<file path="config.mk">
export PLATFORM = sky130hd
export DESIGN_NAME = swire_slave
export DESIGN_NICKNAME = d
export VERILOG_FILES = /design/src/swire_pkg.sv /design/src/swire_slave.sv
export SDC_FILE = /design/constraint.sdc
export NUM_CORES = 2
export LEC_CHECK = 0
export BUFFER_PORTS_ARGS = -buffer_cell sky130_fd_sc_hd__buf_2
export CORE_UTILIZATION = 40
export CTS_CLUSTER_DIAMETER = 80
export DETAILED_ROUTE_END_ITERATION = 8
export HOLD_SLACK_MARGIN = 0.03
export SYNTH_ARGS = -nofsm -noshare
export SYNTH_HDL_FRONTEND = slang
export SYNTH_SLANG_ARGS = --single-unit
</file>
<file path="constraint.sdc">
create_clock -name pclk -period 3.15 [get_ports pclk]
set_input_delay 0.1575 -clock pclk [delete_from_list [all_inputs] [get_ports pclk]]
set_output_delay 0.1575 -clock pclk [all_outputs]
set_load 0.1 [all_outputs]
</file>
<file path="src/swire_pkg.sv">
// Constants, types and state record for the single-wire slave command port
package swire_pkg;

  // Clock and bit-level timing
  localparam int CLK_PERIOD_NS = 100;
  localparam int RESET_LOW_TIME_NS = 120000;
  localparam int WRITE_SAMPLE_MIN_NS = 15000;
  localparam int WRITE_SAMPLE_MAX_NS = 60000;
  localparam int READ_VALID_TIME_NS = 15000;
  localparam int READ_HOLD_NS = 2 * READ_VALID_TIME_NS;
  localparam int PRESENCE_WAIT_TIME_NS = 30000;
  localparam int PRESENCE_LOW_TIME_NS = 120000;
  localparam int EEPROM_COPY_TIME_NS = 2000000;

  localparam logic [15:0] RESET_CYC = 16'((RESET_LOW_TIME_NS + CLK_PERIOD_NS - 1) / CLK_PERIOD_NS);
  localparam logic [15:0] SAMPLE_CYC = 16'(((WRITE_SAMPLE_MIN_NS + WRITE_SAMPLE_MAX_NS) / 2) / CLK_PERIOD_NS);
  localparam logic [15:0] READ_HOLD_CYC = 16'(READ_HOLD_NS / CLK_PERIOD_NS);
  localparam logic [15:0] PRES_WAIT_CYC = 16'((PRESENCE_WAIT_TIME_NS + CLK_PERIOD_NS - 1) / CLK_PERIOD_NS);
  localparam logic [15:0] PRES_LOW_CYC = 16'((PRESENCE_LOW_TIME_NS + CLK_PERIOD_NS - 1) / CLK_PERIOD_NS);
  localparam int COPY_CYC = EEPROM_COPY_TIME_NS / CLK_PERIOD_NS;

  // Net-address and function opcodes
  localparam logic [7:0] OP_READ_NET_0 = 8'h33;
  localparam logic [7:0] OP_READ_NET_1 = 8'h39;
  localparam logic [7:0] OP_MATCH_NET = 8'h55;
  localparam logic [7:0] OP_SKIP_NET = 8'hCC;
  localparam logic [7:0] OP_SEARCH_NET = 8'hF0;
  localparam logic [7:0] OP_SWAP = 8'hAA;
  localparam logic [7:0] OP_READ_DATA = 8'h69;
  localparam logic [7:0] OP_WRITE_DATA = 8'h6C;
  localparam logic [7:0] OP_COPY = 8'h48;
  localparam logic [7:0] OP_RECALL = 8'hB8;
  localparam logic [7:0] OP_LOCK = 8'h6A;

  // Device memory map
  localparam logic [7:0] MEM_STATUS = 8'h01;
  localparam logic [7:0] MEM_EEREG = 8'h07;
  localparam logic [7:0] MEM_SPECIAL = 8'h08;
  localparam logic [7:0] MEM_EE_BASE = 8'h20;
  localparam logic [7:0] MEM_EE_TOP = 8'h3F;
  localparam logic [7:0] MEM_SRAM_BASE = 8'h80;
  localparam logic [7:0] MEM_SRAM_TOP = 8'h8F;
  localparam logic [7:0] MEM_TOP = 8'hFF;
  localparam int STATUS_OPSEL_BIT = 4;
  localparam int STATUS_SWAP_RECOGNITION_ENABLE_BIT = 3;
  localparam int EEREG_BUSY_BIT = 7;
  localparam int EEREG_LOCKEN_BIT = 6;
  localparam int SPECIAL_MASTER_BIT = 5;

  // APB register offsets and fields
  localparam logic [11:0] APB_CTRL = 12'h000;
  localparam logic [11:0] APB_STATUS = 12'h004;
  localparam logic [11:0] APB_NET_LO = 12'h008;
  localparam logic [11:0] APB_NET_HI = 12'h00C;
  localparam int CTRL_OPSEL_BIT = 0;
  localparam int CTRL_SWAP_RECOGNITION_ENABLE_BIT = 1;

  // Net address after reset; value is arbitrary
  localparam logic [63:0] NET_ADDR_RESET = 64'h5A00_0000_0000_0001;

  typedef enum logic [3:0] {
    P_IDLE = 4'b0000,
    P_NETCMD = 4'b0001,
    P_RDNET = 4'b0010,
    P_MATCH = 4'b0011,
    P_SEARCH = 4'b0100,
    P_SWAPADDR = 4'b0101,
    P_SWAPPULSE = 4'b0110,
    P_FUNC = 4'b0111,
    P_ADDR = 4'b1000,
    P_READ = 4'b1001,
    P_WRITE = 4'b1010,
    P_WAITRST = 4'b1011
  } proto_e;

  typedef struct packed {
    logic s1;
    logic s2;
    logic s3;
    logic [15:0] low_cnt;
    logic [15:0] slot_cnt;
    logic [15:0] pres_cnt;
    logic [15:0] copy_cnt;
    logic slot_act;
    logic pend0;
    logic rst_seen;
    logic [1:0] pres_ph;
    logic dq_oe;
    proto_e st;
    logic [6:0] bcnt;
    logic [1:0] step;
    logic [7:0] sh;
    logic [7:0] cmd;
    logic hit;
    logic [7:0] addr;
    logic ovf;
    logic opsel;
    logic swap_recognition_enable;
    logic lock_en;
    logic copy_busy;
    logic copy_blk;
    logic [1:0] locked;
    logic master;
    logic chg;
    logic dis;
    logic [63:0] netaddr;
    logic [31:0][7:0] shadow;
    logic [31:0][7:0] eeprom;
    logic [15:0][7:0] sram;
    logic pready;
    logic pslverr;
    logic [31:0] prdata;
  } state_s;

endpackage

</file>
<file path="src/swire_slave.sv">
// Single-wire slave command port with APB configuration and status
//
// Design decisions made here: the register addresses and the APB slave port.
`timescale 1ns/10ps

//
// Operation
// - Read net address on selectable opcode
// - Match address; others wait for reset
// - Skip address goes straight to function
// - Search sends bit, complement, reads choice
// - Swap recognised only when swap enabled
// - Pulse fall cuts power, rise selects
// - Read data LSB first, address increments
// - Past top address read returns ones
// - Reset at bit boundary abandons read
// - Write data LSB first, drop beyond top
// - Drop writes to protected locations
// - Partial bytes dropped; writes go shadow
// - Copy shadow block unless block locked
// - Copy busy flag; blocks EEPROM writes
// - Recall reloads shadow from EEPROM block
// - Lock block only when lock enabled
// - Up to 256 bytes; else idle
// - Presence pulse after wait from rise
// - Sample write slot between 15-60us
// - Device drives read bit, releases before end
// - Low beyond 120us is reset
// - Lock clears the lock enable bit
// - Two EEPROM blocks with lock flags
module swire_slave #(
  parameter int unsigned COPY_CYC = swire_pkg::COPY_CYC
) (
  input wire logic pclk,
  input wire logic presetn,
  input wire logic psel,
  input wire logic penable,
  input wire logic pwrite,
  input wire logic [11:0] paddr,
  input wire logic [31:0] pwdata,
  output logic [31:0] prdata,
  output logic pready,
  output logic pslverr,
  input wire logic dq_in,
  output logic dq_out,
  output logic dq_oe,
  output logic charge_switch_output,
  output logic discharge_switch_output,
  output logic eeprom_copy_busy_flag,
  output logic block0_locked_flag,
  output logic block1_locked_flag
);

  swire_pkg::state_s r;
  swire_pkg::state_s n;

  function automatic logic in_ee(input logic [7:0] a);
    in_ee = (a >= swire_pkg::MEM_EE_BASE) && (a <= swire_pkg::MEM_EE_TOP);
  endfunction

  function automatic logic in_sram(input logic [7:0] a);
    in_sram = (a >= swire_pkg::MEM_SRAM_BASE) && (a <= swire_pkg::MEM_SRAM_TOP);
  endfunction

  // Reserved locations read as zero
  function automatic logic [7:0] mem_read(input swire_pkg::state_s s, input logic [7:0] a);
    logic [7:0] d;
    d = 8'h00;
    if (a == swire_pkg::MEM_STATUS)
    begin
      d[swire_pkg::STATUS_OPSEL_BIT] = s.opsel;
      d[swire_pkg::STATUS_SWAP_RECOGNITION_ENABLE_BIT] = s.swap_recognition_enable;
    end
    else if (a == swire_pkg::MEM_EEREG)
      d = {s.copy_busy, s.lock_en, 4'h0, s.locked};
    else if (a == swire_pkg::MEM_SPECIAL)
      d[swire_pkg::SPECIAL_MASTER_BIT] = s.master;
    else if (in_ee(a))
      d = s.shadow[a[4:0]];
    else if (in_sram(a))
      d = s.sram[a[3:0]];
    mem_read = d;
  endfunction

  always_comb
  begin
    logic fall;
    logic rise;
    logic tx;
    logic txb;
    logic bit_ev;
    logic bit_val;
    logic [7:0] byte_in;
    logic [7:0] rd_byte;
    logic apb_acc;
    fall = 1'b0;
    rise = 1'b0;
    tx = 1'b0;
    txb = 1'b1;
    bit_ev = 1'b0;
    bit_val = 1'b0;
    byte_in = 8'h00;
    rd_byte = 8'h00;
    apb_acc = 1'b0;
    n = r;

    // Edges come from the second and third stages; the first is not looked at
    n.s1 = dq_in;
    n.s2 = r.s1;
    n.s3 = r.s2;
    fall = r.s3 & ~r.s2;
    rise = ~r.s3 & r.s2;
    rd_byte = mem_read(r, r.addr);

    case (r.st)
      swire_pkg::P_RDNET:
      begin
        tx = 1'b1;
        txb = r.netaddr[r.bcnt[5:0]];
      end
      swire_pkg::P_SEARCH:
      begin
        if (r.step != 2'd2)
        begin
          tx = 1'b1;
          txb = r.netaddr[r.bcnt[5:0]] ^ r.step[0];
        end
      end
      swire_pkg::P_READ:
      begin
        tx = 1'b1;
        txb = r.ovf | rd_byte[r.bcnt[2:0]];
      end
      default:
      begin
        tx = 1'b0;
      end
    endcase

    if (r.s2)
      n.low_cnt = 16'h0000;
    else if (r.low_cnt != 16'hFFFF)
      n.low_cnt = r.low_cnt + 16'h0001;
    if (!r.s2 && (r.low_cnt >= swire_pkg::RESET_CYC))
      n.rst_seen = 1'b1;

    // Presence pulse owns the line; slot decoding paused meanwhile
    if (r.pres_ph != 2'd0)
    begin
      n.pres_cnt = r.pres_cnt + 16'h0001;
      if (r.pres_ph == 2'd1 && r.pres_cnt == swire_pkg::PRES_WAIT_CYC - 16'h0001)
      begin
        n.pres_ph = 2'd2;
        n.pres_cnt = 16'h0000;
        n.dq_oe = 1'b1;
      end
      else if (r.pres_ph == 2'd2 && r.pres_cnt == swire_pkg::PRES_LOW_CYC - 16'h0001)
      begin
        n.pres_ph = 2'd0;
        n.dq_oe = 1'b0;
      end
    end
    else if (r.rst_seen && rise)
    begin
      n.rst_seen = 1'b0;
      n.pres_ph = 2'd1;
      n.pres_cnt = 16'h0000;
      n.st = swire_pkg::P_NETCMD;
      n.bcnt = 7'd0;
      n.step = 2'd0;
      n.slot_act = 1'b0;
      n.pend0 = 1'b0;
      n.dq_oe = 1'b0;
    end
    else if (r.rst_seen || n.rst_seen)
    begin
      // A long low never completes a received bit; in a transmit state the bit already counted at the sample point
      n.slot_act = 1'b0;
      n.pend0 = 1'b0;
      n.dq_oe = 1'b0;
    end
    else if (r.st == swire_pkg::P_SWAPPULSE)
    begin
      if (fall)
      begin
        n.chg = 1'b0;
        n.dis = 1'b0;
        n.step = 2'd1;
      end
      else if (rise && r.step == 2'd1)
      begin
        n.chg = r.hit;
        n.dis = r.hit;
        n.master = r.hit;
        n.st = swire_pkg::P_WAITRST;
      end
    end
    else if (fall)
    begin
      n.slot_act = 1'b1;
      n.slot_cnt = 16'h0000;
      n.pend0 = 1'b0;
      n.dq_oe = tx & ~txb;
    end
    else if (r.slot_act)
    begin
      n.slot_cnt = r.slot_cnt + 16'h0001;
      if (r.slot_cnt == swire_pkg::READ_HOLD_CYC)
        n.dq_oe = 1'b0;
      if (r.slot_cnt == swire_pkg::SAMPLE_CYC)
      begin
        n.slot_act = 1'b0;
        // Low write sample held until the rise, so a reset is not taken as a 0
        if (tx || r.s2)
        begin
          bit_ev = 1'b1;
          bit_val = r.s2;
        end
        else
          n.pend0 = 1'b1;
      end
    end
    else if (r.pend0 && rise)
    begin
      n.pend0 = 1'b0;
      bit_ev = 1'b1;
      bit_val = 1'b0;
    end

    if (bit_ev)
    begin
      byte_in = {bit_val, r.sh[7:1]};
      n.sh = byte_in;
      n.bcnt = r.bcnt + 7'd1;
      case (r.st)
        swire_pkg::P_NETCMD:
        begin
          if (r.bcnt == 7'd7)
          begin
            n.bcnt = 7'd0;
            n.hit = 1'b1;
            n.step = 2'd0;
            n.st = swire_pkg::P_WAITRST;
            if (byte_in == (r.opsel ? swire_pkg::OP_READ_NET_1 : swire_pkg::OP_READ_NET_0))
              n.st = swire_pkg::P_RDNET;
            else if (byte_in == swire_pkg::OP_MATCH_NET)
              n.st = swire_pkg::P_MATCH;
            else if (byte_in == swire_pkg::OP_SKIP_NET)
              n.st = swire_pkg::P_FUNC;
            else if (byte_in == swire_pkg::OP_SEARCH_NET)
              n.st = swire_pkg::P_SEARCH;
            else if (byte_in == swire_pkg::OP_SWAP && r.swap_recognition_enable)
              n.st = swire_pkg::P_SWAPADDR;
          end
        end
        swire_pkg::P_RDNET:
        begin
          if (r.bcnt == 7'd63)
          begin
            n.bcnt = 7'd0;
            n.st = swire_pkg::P_FUNC;
          end
        end
        swire_pkg::P_MATCH, swire_pkg::P_SWAPADDR:
        begin
          if (bit_val != r.netaddr[r.bcnt[5:0]])
            n.hit = 1'b0;
          if (r.bcnt == 7'd63)
          begin
            n.bcnt = 7'd0;
            n.step = 2'd0;
            if (r.st == swire_pkg::P_SWAPADDR)
              n.st = swire_pkg::P_SWAPPULSE;
            else
              n.st = n.hit ? swire_pkg::P_FUNC : swire_pkg::P_WAITRST;
          end
        end
        swire_pkg::P_SEARCH:
        begin
          n.bcnt = r.bcnt;
          n.step = r.step + 2'd1;
          if (r.step == 2'd2)
          begin
            n.step = 2'd0;
            n.bcnt = r.bcnt + 7'd1;
            if (bit_val != r.netaddr[r.bcnt[5:0]])
              n.st = swire_pkg::P_WAITRST;
            else if (r.bcnt == 7'd63)
            begin
              n.bcnt = 7'd0;
              n.st = swire_pkg::P_FUNC;
            end
          end
        end
        swire_pkg::P_FUNC:
        begin
          if (r.bcnt == 7'd7)
          begin
            n.bcnt = 7'd0;
            n.cmd = byte_in;
            if (byte_in == swire_pkg::OP_READ_DATA || byte_in == swire_pkg::OP_WRITE_DATA ||
                byte_in == swire_pkg::OP_COPY || byte_in == swire_pkg::OP_RECALL ||
                byte_in == swire_pkg::OP_LOCK)
              n.st = swire_pkg::P_ADDR;
            else
              n.st = swire_pkg::P_WAITRST;
          end
        end
        swire_pkg::P_ADDR:
        begin
          if (r.bcnt == 7'd7)
          begin
            n.bcnt = 7'd0;
            n.addr = byte_in;
            n.ovf = 1'b0;
            n.st = swire_pkg::P_WAITRST;
            if (r.cmd == swire_pkg::OP_READ_DATA)
              n.st = swire_pkg::P_READ;
            else if (r.cmd == swire_pkg::OP_WRITE_DATA)
              n.st = swire_pkg::P_WRITE;
            else if (in_ee(byte_in))
            begin
              if (r.cmd == swire_pkg::OP_COPY && !r.locked[byte_in[4]] && !r.copy_busy)
              begin
                n.copy_busy = 1'b1;
                n.copy_cnt = 16'h0000;
                n.copy_blk = byte_in[4];
              end
              else if (r.cmd == swire_pkg::OP_RECALL && !r.copy_busy)
              begin
                for (int i = 0; i < 16; i++)
                  n.shadow[{byte_in[4], 4'(i)}] = r.eeprom[{byte_in[4], 4'(i)}];
              end
              else if (r.cmd == swire_pkg::OP_LOCK && r.lock_en)
              begin
                n.locked[byte_in[4]] = 1'b1;
                n.lock_en = 1'b0;
              end
            end
          end
        end
        swire_pkg::P_READ:
        begin
          if (r.bcnt[2:0] == 3'd7)
          begin
            n.bcnt = 7'd0;
            n.addr = r.addr + 8'h01;
            if (r.addr == swire_pkg::MEM_TOP)
              n.ovf = 1'b1;
          end
        end
        swire_pkg::P_WRITE:
        begin
          if (r.bcnt[2:0] == 3'd7)
          begin
            n.bcnt = 7'd0;
            n.addr = r.addr + 8'h01;
            if (r.addr == swire_pkg::MEM_TOP)
              n.ovf = 1'b1;
            // Only whole bytes reach storage
            if (!r.ovf)
            begin
              if (in_ee(r.addr) && !r.locked[r.addr[4]] && !r.copy_busy)
                n.shadow[r.addr[4:0]] = byte_in;
              else if (in_sram(r.addr))
                n.sram[r.addr[3:0]] = byte_in;
              else if (r.addr == swire_pkg::MEM_EEREG)
                n.lock_en = byte_in[swire_pkg::EEREG_LOCKEN_BIT];
            end
          end
        end
        default:
        begin
          n.bcnt = 7'd0;
        end
      endcase
    end

    // Copy runs in the background; non-EEPROM accesses carry on
    if (r.copy_busy)
    begin
      n.copy_cnt = r.copy_cnt + 16'h0001;
      if (r.copy_cnt == 16'(COPY_CYC - 1))
      begin
        n.copy_busy = 1'b0;
        for (int i = 0; i < 16; i++)
          n.eeprom[{r.copy_blk, 4'(i)}] = r.shadow[{r.copy_blk, 4'(i)}];
      end
    end

    // APB slave: one wait state, write lands on the completing edge
    apb_acc = psel & penable;
    n.pready = apb_acc & ~r.pready;
    if (apb_acc && !r.pready)
    begin
      n.pslverr = 1'b0;
      n.prdata = 32'h0000_0000;
      case (paddr)
        swire_pkg::APB_CTRL:
        begin
          n.prdata[swire_pkg::CTRL_OPSEL_BIT] = r.opsel;
          n.prdata[swire_pkg::CTRL_SWAP_RECOGNITION_ENABLE_BIT] = r.swap_recognition_enable;
        end
        swire_pkg::APB_STATUS:
          n.prdata = {24'h000000, r.master, r.chg, r.dis, r.copy_busy, r.lock_en, r.locked[1], r.locked[0],
            r.st == swire_pkg::P_IDLE};
        swire_pkg::APB_NET_LO:
          n.prdata = r.netaddr[31:0];
        swire_pkg::APB_NET_HI:
          n.prdata = r.netaddr[63:32];
        default:
          n.pslverr = 1'b1;
      endcase
    end
    if (apb_acc && r.pready && pwrite && !r.pslverr)
    begin
      case (paddr)
        swire_pkg::APB_CTRL:
        begin
          n.opsel = pwdata[swire_pkg::CTRL_OPSEL_BIT];
          n.swap_recognition_enable = pwdata[swire_pkg::CTRL_SWAP_RECOGNITION_ENABLE_BIT];
        end
        swire_pkg::APB_NET_LO:
          n.netaddr[31:0] = pwdata;
        swire_pkg::APB_NET_HI:
          n.netaddr[63:32] = pwdata;
        default:
        begin
          n.pslverr = r.pslverr;
        end
      endcase
    end
  end

  always_ff @(posedge pclk or negedge presetn)
  begin
    if (!presetn)
    begin
      r <= '0;
      r.s1 <= 1'b1;
      r.s2 <= 1'b1;
      r.s3 <= 1'b1;
      r.chg <= 1'b1;
      r.dis <= 1'b1;
      r.netaddr <= swire_pkg::NET_ADDR_RESET;
    end
    else
      r <= n;
  end

  assign prdata = r.prdata;
  assign pready = r.pready;
  assign pslverr = r.pslverr;
  // Open drain: only ever pulls low
  assign dq_out = 1'b0;
  assign dq_oe = r.dq_oe;
  assign charge_switch_output = r.chg;
  assign discharge_switch_output = r.dis;
  assign eeprom_copy_busy_flag = r.copy_busy;
  assign block0_locked_flag = r.locked[0];
  assign block1_locked_flag = r.locked[1];

endmodule // swire_slave

</file>
# [Word-level counts from Yosys, hierarchy flattened]
# Index checks and enable logic that the tools add are counted.
[classes] n_lt_le_gt_ge=80 muxes=331 bitwise_logic=23 n_reduce_logical=113 n_eq_ne=74 addsub=7
[ops] operator="$bwmux 256" n=33
[ops] operator="$mux 256" n=9
[ops] operator="$mux 8" n=105
[ops] operator="$pmux 256 s2" n=1
[ops] operator="$demux 8 s1" n=32
[ops] operator="$mux 16" n=15
[ops] operator="$lt 5x6->1 const B" n=33
[ops] operator="$ge 5x1->1 const B" n=33
[ops] operator="$bwmux 128" n=1
[ops] operator="$pmux 30 s3" n=1
[ops] operator="$eq 8x7->1 const B" n=9
[ops] operator="$add 16x1->16 const B" n=4
[ops] operator="$mux 4" n=15
[ops] operator="$mux 1" n=57
[ops] operator="$logic_and 1x1->1" n=55
[ops] operator="$mux 13" n=4
[ops] operator="$pmux 7 s7" n=1
[ops] operator="$eq 16x9->1 const B" n=3
[ops] operator="$eq 8x8->1 const B" n=6
[ops] operator="$bmux 8 s5" n=1
[ops] operator="$demux 8 s5" n=1
[ops] operator="$mux 39" n=1
[ops] operator="$mux 2" n=19
[ops] operator="$ne 2x2->1 const B" n=19
[ops] operator="79 further kinds" n=170
[totals] out_inout_bits=41 word_cells=742 regBits=860

# [Logic depth before layout (Yosys ltp)]
[depth] ltp_word=27 ltp_mapped=15 depth_no_buf=10

# [Worst setup path before layout]
# No wires, ideal clock.
[synth_path] path_kind="register to register" startpoint="register r[750] (netlist bit)" endpoint="register r (netlist bit dq_oe)" arrival_time_ns=2.920 synth_period_minus_slack_ns=3.052 path_stages_with_launch=14 setup_slack_ns=0.098 setup_time_ns=0.132 cell_sequence="dfrtp_1 -> buf_2 -> buf_2 -> clkbuf_1 -> inv_1 -> ha_1 -> clkbuf_1 -> and3_1 -> o21ai_0 -> nand3_1 -> a2111oi_0 -> nand4_1 -> a31oi_1 -> a31oi_1"
[synth_between] elab_chain_len=19 elab_cells_between_ends=34 classes_between="order compare (4); eq/ne (3); mux (22); bitwise (3); reduce/logical (2)"
[synth_rtl] item="start, declared" line="swire_slave.sv:54" text="swire_pkg::state_s r;"
[synth_rtl] item="start signal, assigned" line="swire_slave.sv:448" text="r <= n;"
[synth_rtl] item="$ge 8x8->1, or another cell as far along" line="swire_slave.sv:62" text="in_sram = (a >= swire_pkg::MEM_SRAM_BASE) && (a <= swire_pkg::MEM_SRAM_TOP);"
[synth_rtl] item="$logic_and 1x1->1 / $mux 8 (equally long branches)" line="swire_slave.sv:62, swire_slave.sv:81"
[synth_rtl] item="$mux 8" line="swire_slave.sv:80" text="else if (in_sram(a))"
[synth_rtl] item="$mux 8" line="swire_slave.sv:78" text="else if (in_ee(a))"
[synth_rtl] item="$mux 5, or another cell as far along" line="swire_slave.sv:76" text="else if (a == swire_pkg::MEM_SPECIAL)"
[synth_rtl] item="$mux 8" line="swire_slave.sv:74" text="else if (a == swire_pkg::MEM_EEREG)"
[synth_rtl] item="$mux 3 / $mux 2 (equally long branches)" line="swire_slave.sv:69" text="if (a == swire_pkg::MEM_STATUS)"
[synth_rtl] item="$bmux 1 s3 *" line="swire_slave.sv:132" text="txb = r.ovf | rd_byte[r.bcnt[2:0]];"
[synth_rtl] item="(+3 left out)"
[synth_rtl] item="$not 1->1 *" line="swire_slave.sv:203" text="n.dq_oe = tx & ~txb;"
[synth_rtl] item="$and 1x1->1 *" line="swire_slave.sv:203"
[synth_rtl] item="$mux 1 *" line="swire_slave.sv:198" text="else if (fall)"
[synth_rtl] item="$mux 1 *" line="swire_slave.sv:182" text="else if (r.st == swire_pkg::P_SWAPPULSE)"
[synth_rtl] item="$mux 1 *" line="swire_slave.sv:175" text="else if (r.rst_seen || n.rst_seen)"
[synth_rtl] item="$mux 5 *" line="swire_slave.sv:163" text="else if (r.rst_seen && rise)"
[synth_rtl] item="$mux 5 *" line="swire_slave.sv:148" text="if (r.pres_ph != 2'd0)"
[synth_rtl] item="$mux 3 *" line="swire_slave.sv:148"
# Every way passes the cells marked *; elsewhere a longest branch is shown, timed or not. The select of a mux whose other input is x is not followed.
# A chain may end at the register's enable or synchronous reset.

# [Worst setup path after layout]
[layout_path] startpoint="register r[856] (netlist bit)" endpoint="register r[422] (netlist bit)"
[layout_between] elab_chain_len=11 elab_cells_between_ends=15 classes_between="order compare (3); eq/ne (1); mux (7); reduce/logical (4)"
[layout_rtl] item="$ge 16x11->1 *" line="swire_slave.sv:144" text="if (!r.s2 && (r.low_cnt >= swire_pkg::RESET_CYC))"
[layout_rtl] item="$logic_and 1x1->1 *" line="swire_slave.sv:144"
[layout_rtl] item="$mux 1 *" line="swire_slave.sv:144"
[layout_rtl] item="$logic_or 1x1->1 *" line="swire_slave.sv:175"
[layout_rtl] item="$mux 1" line="swire_slave.sv:175"
[layout_rtl] item="$mux 1" line="swire_slave.sv:163"
[layout_rtl] item="$mux 1" line="swire_slave.sv:148"
[layout_rtl] item="$ge 8x6->1 / $le 8x6->1 (equally long branches)" line="swire_slave.sv:58" text="in_ee = (a >= swire_pkg::MEM_EE_BASE) && (a <= swire_pkg::MEM_EE_TOP);"
[layout_rtl] item="$logic_and 1x1->1" line="swire_slave.sv:58"
[layout_rtl] item="$ne 2x2->1 (no source line)"
[layout_rtl] item="$reduce_and 11->1 (no source line) *"
# Every way passes the cells marked *; elsewhere a longest branch is shown, timed or not.

==> results.ini <==
[run_status]
status = complete, no violations

[logic_synthesis]
synth-seq-cells = 858
synthSimpleGateAreaFrac = 0.103
synth.cell_area_sq_um = 41300
synth_compound_area_frac = 0.142
synth.yosys.seq_area_share = 0.520
synthFlopType = dfrtp_1
synthAdderAreaFrac = 0.00364
synth_cells = 3718
synth_edf_count = 0
ys_types = 80
synth.yosys.warnings = 0
avgSynthCellArea_sq_um = 11.1
synth-xor-area-share = 0.00785
async_flop_share = 1.00
synth_top_family_by_area = multiplexers
synth_nets = 3780
synth_mux_area_frac = 0.186

[critical_path]
critPathMaxStageDelay_ns = 0.59
crit_path_cell_trace = or4_1 -> a211oi_4 -> o21ai_1 -> or3_4 -> a2111oi_4 -> buf_4 -> clkbuf_16 -> buf_4 -> o21ai_1 -> a22oi_1 -> o21ai_1
critPathArrivalTime_ns = 3.56
worst_setup_path_start_kind = flop
cp-startpoint = r[856]
crit_path_end_kind = flop
crit_type = flop to flop
crit_path_max_fanout = 7
crit_required_ns = 3.68
r2r-start = r[856]
crit_slowest_cell = or4_1
path_common_cell = o21ai_1

[floorplan]
core-area_sq_um = 102000
die_h_um = 323
start_util = 0.405
dieArea_sq_um = 104000
dieWidth_um = 323
io_pins = 91
row_count = 117

[sta]
finalSetupViolCount = 0
fmax_mhz = 330
worst_slew_pin_slew_ns = 1.15
min_period_ns = 3.03
finalHoldViolCount = 0
finClkSkew_ns = 0.0352
period_share = 0.962
layout_setup_ws_ns = 0.121
fin_hold_ws_ns = 0.120
relSlewSlack = 0.234
drv_slew = 0

[final_layout]
drive_above_1_share = 0.278
largest_register_ffs = 817
max_flop_register = r
area_delta_synth_final_pct = 17.8
final_cell_mix = 845 x dfrtp_1, 439 x nand2_1, 429 x mux2_2, 284 x o21ai_1, 266 x a22oi_1
postLayoutCellArea_sq_um = 48600
final_nets = 3973
final_cells = 5353
final_common_cell = dfrtp_1

[power_and_ir_drop]
p_per_area_nw_per_um2 = 478
finalPower_mw = 23.3
ir_drop_uv = 548
p_leak_nw = 21.1

[cts]
cts_buffers = 94
clk_pin_slew_worst_paths_ns = 0.06
clkLatencyLatePin_ns = 0.68
cts_tree = built
clock_sinks = 858
htree_levels = 3
cts_root_buffer = clkbuf_16
cts_buffer_depth = 3

[route]
firstDrtPassIters = 6
vias = 30698
drtIter0Drc = 2638
vias_per_cell = 5.73
drc = 0
antenna_left = 0
wl_per_cell_um = 21.6
totalWireLength_mm = 116

[placed_design]
pre_cts_ws_ns = 0.0445
gp_congestion = 0.928
io_buffers = 89
placed_cells = 5131
hpwl_mm = 75.8
place_area_sq_um = 44700

[global_routing]
grt_pass1_wl_mm = 183
grt.overflow.total = 0
antenna_found_initial = 1
grt.total_usage = 0.222
first_global_vias = 30628
grt_max_degree = 140

[worst_hold_path]
min_from = pwrite
hold_class = primary input to flop

[flow_run]
maxCapViolCount = 0

[final cells by class]
cell class                 instances  area [sq um]
fill                            9291         53400
sequential                       858         21500
multi-input combinational       2516         18400
timing repair buffer             411          3620
clock buffer                     129          2630
tap                             1368          1710
clock inverter                    40           623
inverter                          30           113
antenna                            1          2.50
[logic make-up (layout without fill, tap and decap cells)]
| logic type | count (synthesis) | after routing |
|---|---|---|
| other cells | 1 | 2 |
| buf+inv | 346 | 610 |
| compound gates | 936 | 937 |
| fa+ha+maj | 12 | 12 |
| xor+xnor | 37 | 37 |
| simple gates | 929 | 930 |
| mux | 599 | 599 |
| flops | 858 | 858 |
[worst max-delay path: cells and delay by family, from the launching register on]
| kind | cells | cell delay [ns] |
|---|---|---|
| compound gates | 6 | 1.00 |
| buf+inv | 3 | 0.50 |
| flops | 1 | 0.41 |
| simple gates | 2 | 0.96 |
[per-stage QoR]
step	util	TNS (ns)
2_1_floorplan	-	0
3_3_place_gp	0.438	0
3_5_place_dp	0.438	0
4_1_cts	0.474	0
5_1_grt	0.477	-0.00614
6_report	0.477	0
[cells in the mapped netlist, drive strengths merged, types with 3 or more instances]
cell	instances	area (sq um)
nand4	38	238
dfstp	9	236
or4	6	45.0
xor2	13	114
nor2	166	626
mux2i	78	781
nand3	53	265
a31oi	18	113
xnor2	24	210
nand4b	7	61.3
or3	16	100
a21oi	73	365
o31ai	18	135
or2	7	43.8
dfrtp	849	21200
inv	30	113
a211oi	8	65.1
nand2	441	1660
a22o	20	175
clkbuf	203	762
o22ai	12	75.1
a22oi	266	2000
and4b	3	30.0
nor3	68	345
a2111oi	8	88.8
nor3b	3	22.5
mux2	429	4830
a21o	5	37.5
mux4	92	2070
o32ai	3	26.3
nor4b	5	43.8
nor4	15	93.8
o21ai	466	2430
and2	15	93.8
ha	12	150
o211ai	8	60.1
nand3b	7	52.6
and3	28	175
and4	5	43.8
nand2b	17	106
buf	113	674
nor2b	23	144
o31a	3	26.3
o2111ai	4	35.0
[final timing paths]
kind	slack [ns]	cells after the start	endpoint
max	0.12	11	r[422]
min	0.12	5	r[746]
max reg2reg	0.12	11	r[422]
min reg2reg	0.36	0	n[857]
max in group asynchronous	2.13	4	r[687]
min in group asynchronous	0.19	3	r[845]
[metal layers]
| layer | vias up | GRT usage | share of wire |
|---|---|---|---|
| met1 | 15673 | 0.311 | 0.45 |
| met4 | 0 | 0.0699 | 0.029 |
| li1 | 13963 | - | - |
| met3 | 196 | 0.0312 | 0.052 |
| met2 | 866 | 0.357 | 0.47 |
| met5 | - | 0 | 0 |
[power by group]
group	switching (mW)	internal (mW)	leakage (nW)	total, mW
clock	4.65	7.08	1.59	11.7
combinational	0.331	0.134	7.59	0.466
sequential	0.0285	11.0	11.9	11.1
total	5.01	18.3	21.1	23.3
[repair_timing]
item | CTS | global route
hold endpoints to repair | 562 | 0
setup buffers | 0 | 5
endpoints found under the setup margin | 0 | 178
hold buffers | 43 | 0
resized for setup | 0 | 21
(Power assumes the default switching activity.)
